File: src/core/eis_defs.vh
// constants of the external interrupt steering stage
`ifndef EIS_DEFS_VH
`define EIS_DEFS_VH

// ----------------------------------------------------------------------------
// widths and counts
// ----------------------------------------------------------------------------
`define EIS_N_EXT        8
`define EIS_N_LOW        4
`define EIS_SRC_W        4
`define EIS_SYNC_STAGES  2

// ----------------------------------------------------------------------------
// reset values
// ----------------------------------------------------------------------------
// steering bit 0 = core delivery, 1 = pci output
`define EIS_STEER_RST    4'h0
`define EIS_STEER_CORE   1'b0
`define EIS_STEER_PCI    1'b1
`define EIS_XINT_IDLE    8'hff
`define EIS_PEND_RST     4'h0

// ----------------------------------------------------------------------------
// source codes reported to the core
// ----------------------------------------------------------------------------
`define EIS_SRC_NONE     4'h0
`define EIS_SRC_NMI      4'hf
// external line i reports dedicated level i plus this base
`define EIS_SRC_EXT_BASE 4'h1

`endif

File: src/core/eis_sync.v
// multi-bit two flip-flop synchroniser for asynchronous pins
`timescale 1ns/1ps

module eis_sync #(
  parameter W         = 1,
  parameter [W-1:0] RST_VAL = {W{1'b1}}
) (
  clk,
  rst_b,
  async_in,
  sync_out
);
  input  wire         clk;
  input  wire         rst_b;
  input  wire [W-1:0] async_in;
  output wire [W-1:0] sync_out;

  reg [W-1:0] meta_r;
  reg [W-1:0] sync_r;

  // meta_r feeds only sync_r; nothing else may look at it
  always @(posedge clk or negedge rst_b) begin
    if (!rst_b) begin
      meta_r <= RST_VAL;
      sync_r <= RST_VAL;
    end else begin
      meta_r <= async_in;
      sync_r <= meta_r;
    end
  end

  assign sync_out = sync_r;

endmodule

File: src/core/eis_top.v
// external interrupt steering: nmi, eight dedicated lines, pci steering
`timescale 1ns/1ps
`include "eis_defs.vh"

// What this block does
// - asserted nmi gives the core a non-maskable event; the mask never blocks it
// - nmi is level detected and wins over every other interrupt source
// - lines 4..7, and lines 0..3 while steered to the core, work in dedicated mode at their own fixed level
// - lines 0..3 steer to core input or pci outputs a, b, c, d
// - an asserted pci output stays asserted, open drain, until the driver clears
// - pci outputs assert and release with no alignment to the pci clock
module eis_top #(
  parameter N_EXT = `EIS_N_EXT,
  parameter N_LOW = `EIS_N_LOW,
  parameter SRC_W = `EIS_SRC_W
) (
  clk,
  rst_b,
  nmi_n,
  ext_irq_low_group_n,
  ext_irq_high_group_n,
  core_irq_mask,
  steer_wr,
  steer_wdata,
  pci_clr,
  steer_cfg,
  core_nmi,
  core_nmi_evt,
  core_xint_n,
  core_irq_req,
  core_irq_src,
  pci_int_o,
  pci_int_oe,
  pci_pend
);
  input  wire             clk;
  input  wire             rst_b;
  input  wire             nmi_n;
  input  wire [N_LOW-1:0] ext_irq_low_group_n;
  input  wire [N_LOW-1:0] ext_irq_high_group_n;
  input  wire [N_EXT-1:0] core_irq_mask;
  input  wire             steer_wr;
  input  wire [N_LOW-1:0] steer_wdata;
  input  wire [N_LOW-1:0] pci_clr;
  output wire [N_LOW-1:0] steer_cfg;
  output wire             core_nmi;
  output wire             core_nmi_evt;
  output wire [N_EXT-1:0] core_xint_n;
  output wire             core_irq_req;
  output wire [SRC_W-1:0] core_irq_src;
  output wire [N_LOW-1:0] pci_int_o;
  output wire [N_LOW-1:0] pci_int_oe;
  output wire [N_LOW-1:0] pci_pend;

  // --------------------------------------------------------------------------
  // input synchronisers
  // --------------------------------------------------------------------------
  wire             nmi_n_s;
  wire [N_EXT-1:0] xint_n_s;

  eis_sync #(
    .W       (1),
    .RST_VAL (1'b1)
  ) u_sync_nmi (
    .clk      (clk),
    .rst_b    (rst_b),
    .async_in (nmi_n),
    .sync_out (nmi_n_s)
  );

  eis_sync #(
    .W       (N_EXT),
    .RST_VAL ({N_EXT{1'b1}})
  ) u_sync_xint (
    .clk      (clk),
    .rst_b    (rst_b),
    .async_in ({ext_irq_high_group_n, ext_irq_low_group_n}),
    .sync_out (xint_n_s)
  );

  // active-high view of synchronised requests
  wire             nmi_req = ~nmi_n_s;
  wire [N_EXT-1:0] ext_req = ~xint_n_s;

  // --------------------------------------------------------------------------
  // steering configuration
  // --------------------------------------------------------------------------
  reg  [N_LOW-1:0] steer_r;
  wire [N_LOW-1:0] steer_nxt = steer_wr ? steer_wdata : steer_r;

  always @(posedge clk or negedge rst_b) begin
    if (!rst_b) begin
      steer_r <= `EIS_STEER_RST;
    end else begin
      steer_r <= steer_nxt;
    end
  end

  assign steer_cfg = steer_r;

  // --------------------------------------------------------------------------
  // nmi path
  // --------------------------------------------------------------------------
  // level detect: core_nmi follows the line for as long as it is held,
  // the event pulse marks each new assertion; no mask term is applied
  reg nmi_r;
  reg nmi_evt_r;

  always @(posedge clk or negedge rst_b) begin
    if (!rst_b) begin
      nmi_r     <= 1'b0;
      nmi_evt_r <= 1'b0;
    end else begin
      nmi_r     <= nmi_req;
      nmi_evt_r <= nmi_req & ~nmi_r;
    end
  end

  assign core_nmi     = nmi_r;
  assign core_nmi_evt = nmi_evt_r;

  // --------------------------------------------------------------------------
  // core delivery of external lines
  // --------------------------------------------------------------------------
  // a low line steered to pci is hidden from the core; the high group
  // always goes to the core on its own dedicated input
  wire [N_EXT-1:0] to_core;
  wire [N_EXT-1:0] core_req;

  genvar gi;
  generate
    for (gi = 0; gi < N_EXT; gi = gi + 1) begin : g_route
      if (gi < N_LOW) begin : g_low
        assign to_core[gi] = (steer_r[gi] == `EIS_STEER_CORE);
      end else begin : g_high
        assign to_core[gi] = 1'b1;
      end
      assign core_req[gi] = ext_req[gi] & to_core[gi];
    end
  endgenerate

  reg [N_EXT-1:0] core_xint_n_r;

  always @(posedge clk or negedge rst_b) begin
    if (!rst_b) begin
      core_xint_n_r <= `EIS_XINT_IDLE;
    end else begin
      core_xint_n_r <= ~core_req;
    end
  end

  assign core_xint_n = core_xint_n_r;

  // --------------------------------------------------------------------------
  // source prioritisation
  // --------------------------------------------------------------------------
  // each line carries a fixed level: line i is level i + base, the higher
  // line index winning; the mask gates external lines only
  function [SRC_W-1:0] eis_pick;
    input [N_EXT-1:0] req;
    integer k;
    begin
      eis_pick = `EIS_SRC_NONE;
      for (k = 0; k < N_EXT; k = k + 1) begin
        if (req[k]) begin
          eis_pick = k[SRC_W-1:0] + `EIS_SRC_EXT_BASE;
        end
      end
    end
  endfunction

  wire [N_EXT-1:0] core_live = core_req & ~core_irq_mask;
  reg  [SRC_W-1:0] src_nxt;
  reg              req_nxt;

  always @* begin
    src_nxt = `EIS_SRC_NONE;
    req_nxt = 1'b0;
    if (nmi_req) begin
      src_nxt = `EIS_SRC_NMI;
      req_nxt = 1'b1;
    end else if (|core_live) begin
      src_nxt = eis_pick(core_live);
      req_nxt = 1'b1;
    end
  end

  reg [SRC_W-1:0] src_r;
  reg             req_r;

  always @(posedge clk or negedge rst_b) begin
    if (!rst_b) begin
      src_r <= `EIS_SRC_NONE;
      req_r <= 1'b0;
    end else begin
      src_r <= src_nxt;
      req_r <= req_nxt;
    end
  end

  assign core_irq_src = src_r;
  assign core_irq_req = req_r;

  // --------------------------------------------------------------------------
  // pci interrupt outputs
  // --------------------------------------------------------------------------
  // pending latches while the device holds its line (it keeps it asserted
  // until serviced); only the driver clear drops it, and a set arriving in
  // the clear cycle wins so the request is never lost
  reg  [N_LOW-1:0] pend_r;
  wire [N_LOW-1:0] pci_set  = ext_req[N_LOW-1:0] & steer_r;
  wire [N_LOW-1:0] pend_nxt = pci_set | (pend_r & ~pci_clr);

  always @(posedge clk or negedge rst_b) begin
    if (!rst_b) begin
      pend_r <= `EIS_PEND_RST;
    end else begin
      pend_r <= pend_nxt;
    end
  end

  // open drain: drive low while pending, float otherwise; no pci clock is
  // used, so edges sit on this block's clock only
  assign pci_int_o  = {N_LOW{1'b0}};
  assign pci_int_oe = pend_r;
  assign pci_pend   = pend_r;

endmodule

File: config.mk
export PLATFORM = sky130hd
export DESIGN_NAME = eis_top
export DESIGN_NICKNAME = d
export VERILOG_FILES = /design/src/core/eis_sync.v /design/src/core/eis_top.v
export VERILOG_INCLUDE_DIRS = /design/src /design/src/core
export SDC_FILE = /design/constraint.sdc
export NUM_CORES = 1
export LEC_CHECK = 0
export ABC_AREA = 1
export BUFFER_PORTS_ARGS = -buffer_cell sky130_fd_sc_hd__buf_2
export CAP_MARGIN = 10
export CORE_UTILIZATION = 46
export CTS_CLUSTER_DIAMETER = 50
export DETAILED_ROUTE_END_ITERATION = 16
export PLACE_DENSITY = 0.79
export REMOVE_ABC_BUFFERS = 1
export SLEW_MARGIN = 0
export SYNTH_ARGS = -nofsm -noshare
export SYNTH_HDL_FRONTEND = slang
export SYNTH_SLANG_ARGS = --single-unit
File: constraint.sdc
create_clock -name clk -period 1.5 [get_ports clk]
set_input_delay 0.15 -clock clk [delete_from_list [all_inputs] [get_ports clk]]
set_output_delay 0.15 -clock clk [all_outputs]
set_load 0.03 [all_outputs]
==> results.json <==
{
  "arrival_ns": 1.53,
  "dr.pass1.iters": 10,
  "synth_top_area_frac": 0.489,
  "swShare": 0.275,
  "drtIter0Drc": 17,
  "num_antenna_cells": 0,
  "die-area_um2": 3260,
  "numPortBuffers": 54,
  "path_clk_slew_ns": 0.12,
  "hold_ws_ns": 0.0235,
  "synth_top_family_by_area": "simple AND/OR/NAND/NOR gates",
  "met1_usage": 0.205,
  "dominantRegCellSynth": "dfstp_2",
  "path_class": "reg2reg",
  "drive_gt1_frac": 0.489,
  "final_nets": 215,
  "synth.area.top_cells": "dfstp_2, dfrtp_1, nand2_1",
  "synthMuxAreaShare": 0,
  "clock_sinks": 41,
  "ys_types": 14,
  "cap_violations": 0,
  "p_per_area_nw_per_um2": 1160,
  "synth_warnings": 0,
  "max_freq_ghz": 0.766,
  "viasPerCell": 4.54,
  "yosys.area.top_type": "dfstp_2",
  "violations": "design-rule violations",
  "grt_usage": 0.180,
  "n_fill_cell": 190,
  "hold_viol_final": 0,
  "die_w_um": 57.1,
  "cts_resized": 0,
  "fin_crit_sh": 0.870,
  "cpMaxStageDelayCell": "dfstp_2",
  "antenna_found_initial": 0,
  "postLayoutCoreUtil": 0.683,
  "multi_input_area_um2": 225,
  "p_int_mw": 1.61,
  "slowest_delay_ns": 0.55,
  "cts_tree": "built",
  "synth_compound_area_frac": 0.0323,
  "grt_max_degree": 23,
  "netlist_area_um2": 1400,
  "ios": 59,
  "fin_skew_ns": 0.0124,
  "seqCellArea_um2": 1060,
  "pre_cts_ws_ns": 0.229,
  "clock_path_buffers": 2,
  "hold_path_class": "in2reg",
  "critPathRequiredTime_ns": 1.72,
  "path_common_cell": "nand2_1",
  "core_um2": 2810,
  "rsz0062_at_grt": "no",
  "areaGrowthSynthToFinish_pct": 37.3,
  "pwr-share-comb": 0.172,
  "post_drt_wl_per_cell_um": 11.7,
  "async_flop_share": 1.00,
  "finalSetupViolCount": 0,
  "cts_made_buffers": 5,
  "clkLatencyLatePin_ns": 0.34,
  "root_buffer": "clkbuf_4",
  "p_total_mw": 2.22,
  "crit_path_cell_trace": "or2_4 -> nor2_4 -> nor2_1 -> nand2_1 -> nor4_1 -> nand2_1",
  "crit_fanout": 2,
  "synthSimpleGateAreaFrac": 0.118,
  "p_seq_frac": 0.558,
  "clkPwrFrac": 0.270,
  "fin_ws_ns": 0.194,
  "p_leak_nw": 0.970,
  "synth.avg_cell_area_um2": 12.4,
  "status": "finished with violations",
  "syn_inst": 113,
  "grt.busiest_layer": "met2",
  "synth_edf_count": 0,
  "yosys.area_share.adder": 0,
  "start_kind": "flop",
  "cts_max_level": 2,
  "drv_slew": 0,
  "routed_wl_um": 2570,
  "tns_ns": 0,
  "initial_core_util": 0.498,
  "final_antenna_net_count": 0,
  "cpLargestDelayFamily": "simple AND/OR/NAND/NOR gates",
  "drc_errors": 5,
  "ys_seq_area_frac": 0.758,
  "grt_pass1_wl_um": 4160,
  "use_met2": 0.296,
  "ir_worst_vdd_uv": 738,
  "path_buf_inv": 0,
  "num_rows": 19,
  "routabilityCongestion": 0.751,
  "synthXorXnorAreaFrac": 0,
  "met3_usage": 0.0839,
  "critPathCaptureType": "flop",
  "power.switching_mw": 0.610,
  "die_h_um": 57.1,
  "synth_common_cells": "dfstp_2, nand2_1, inv_1",
  "route.vias.total": 994,
  "grt_pass1_vias": 939,
  "synth_most_common_cell": "dfstp_2",
  "ys_seq_elements": 41,
  "min_period_ns": 1.31,
  "grt_overflow": 0,
  "hpwl_um": 1840
}
## flip-flops by register name (all words and copies together) (netlist names)
name / count
core_irq_req: 1
core_irq_src: 4
core_nmi: 1
core_nmi_evt: 1
core_xint_n: 8
pci_int_oe: 4
steer_cfg: 4
u_sync_nmi.meta_r: 1
u_sync_nmi.sync_out: 1
u_sync_xint.meta_r: 8
u_sync_xint.sync_out: 8
## area by class of cell
| cell class | instances | area share |
|---|---|---|
| Clock buffer | 7 | 0.0339 |
| Clock inverter | 1 | 0.00261 |
| Inverter | 17 | 0.0333 |
| Multi-Input combinational cell | 50 | 0.117 |
| Sequential cell | 41 | 0.552 |
| Tap cell | 31 | 0.0202 |
| Timing Repair Buffer | 72 | 0.240 |
## per-layer routing
layer  wire, µm  up-vias  share of wire
met2       1280       45           0.50
met3        219        7          0.085
met1       1020      467           0.40
met5          0        -              0
met4         40        0          0.016
li1           -      475              -
## through the flow
step / instance area (µm²) / cells
6_report: 1920 / 219
5_1_grt: 1920 / 219
4_1_cts: 1910 / 218
3_5_place_dp: 1680 / 194
3_3_place_gp: 1680 / 194
2_1_floorplan: 1350 / 108
## power by group through the flow
stage / clock network (mW) / logic, mW / registers [mW]
finish: 0.600 / 0.381 / 1.24
global route: 0.676 / 0.410 / 1.25
CTS: 0.622 / 0.380 / 1.24
detailed placement: 0 / 0.347 / 1.26
global placement: 0 / 0.340 / 1.25
floorplan: 0 / 0.0797 / 1.38
## worst paths after layout
kind | depth (start not counted) | slack (ns) | start | to
setup / recovery | 6 | 0.19 | u_sync_xint.sync_out[3] | core_irq_req
max in group asynchronous | 3 | 0.67 | rst_b | core_xint_n[2]
min in group asynchronous | 2 | 0.28 | rst_b | steer_cfg[1]
setup reg to reg | 6 | 0.19 | u_sync_xint.sync_out[3] | core_irq_req
hold reg to reg | 0 | 0.36 | u_sync_xint.meta_r[3] | u_sync_xint.sync_out[3]
hold / removal | 3 | 0.02 | steer_wdata[1] | steer_cfg[1]
## tightest hold or removal path: cells and delay by family
kind / cells / cell delay [ns]
buffers and inverters: 1 / 0.07
AOI/OAI and AO/OA: 1 / 0.07
and+or+nand+nor: 1 / 0.04
## placed cells by master (no fill, tap or decap), types with 2 or more instances in the layout
cell and n:
nor2_1 8, o21ai_0 4, nand3b_1 2, clkbuf_8 2, o22ai_1 4, dlygate4sd3_1 17, buf_2 54, inv_1 16
nand2_1 25, dfrtp_1 15, dfstp_2 26, conb_1 4, clkbuf_4 5
## cell families after synthesis
| group | count (synthesis) |
|---|---|
| simple gates | 38 |
| compound gates | 8 |
| flops | 41 |
| other cells | 1 |
| buf+inv | 25 |
## what timing repair did
| action | CTS | global route |
|---|---|---|
| endpoints found under the hold margin | 19 | 1 |
| setup buffers | 0 | 0 |
| hold buffers | 16 | 1 |
(Power assumes the default switching activity.)
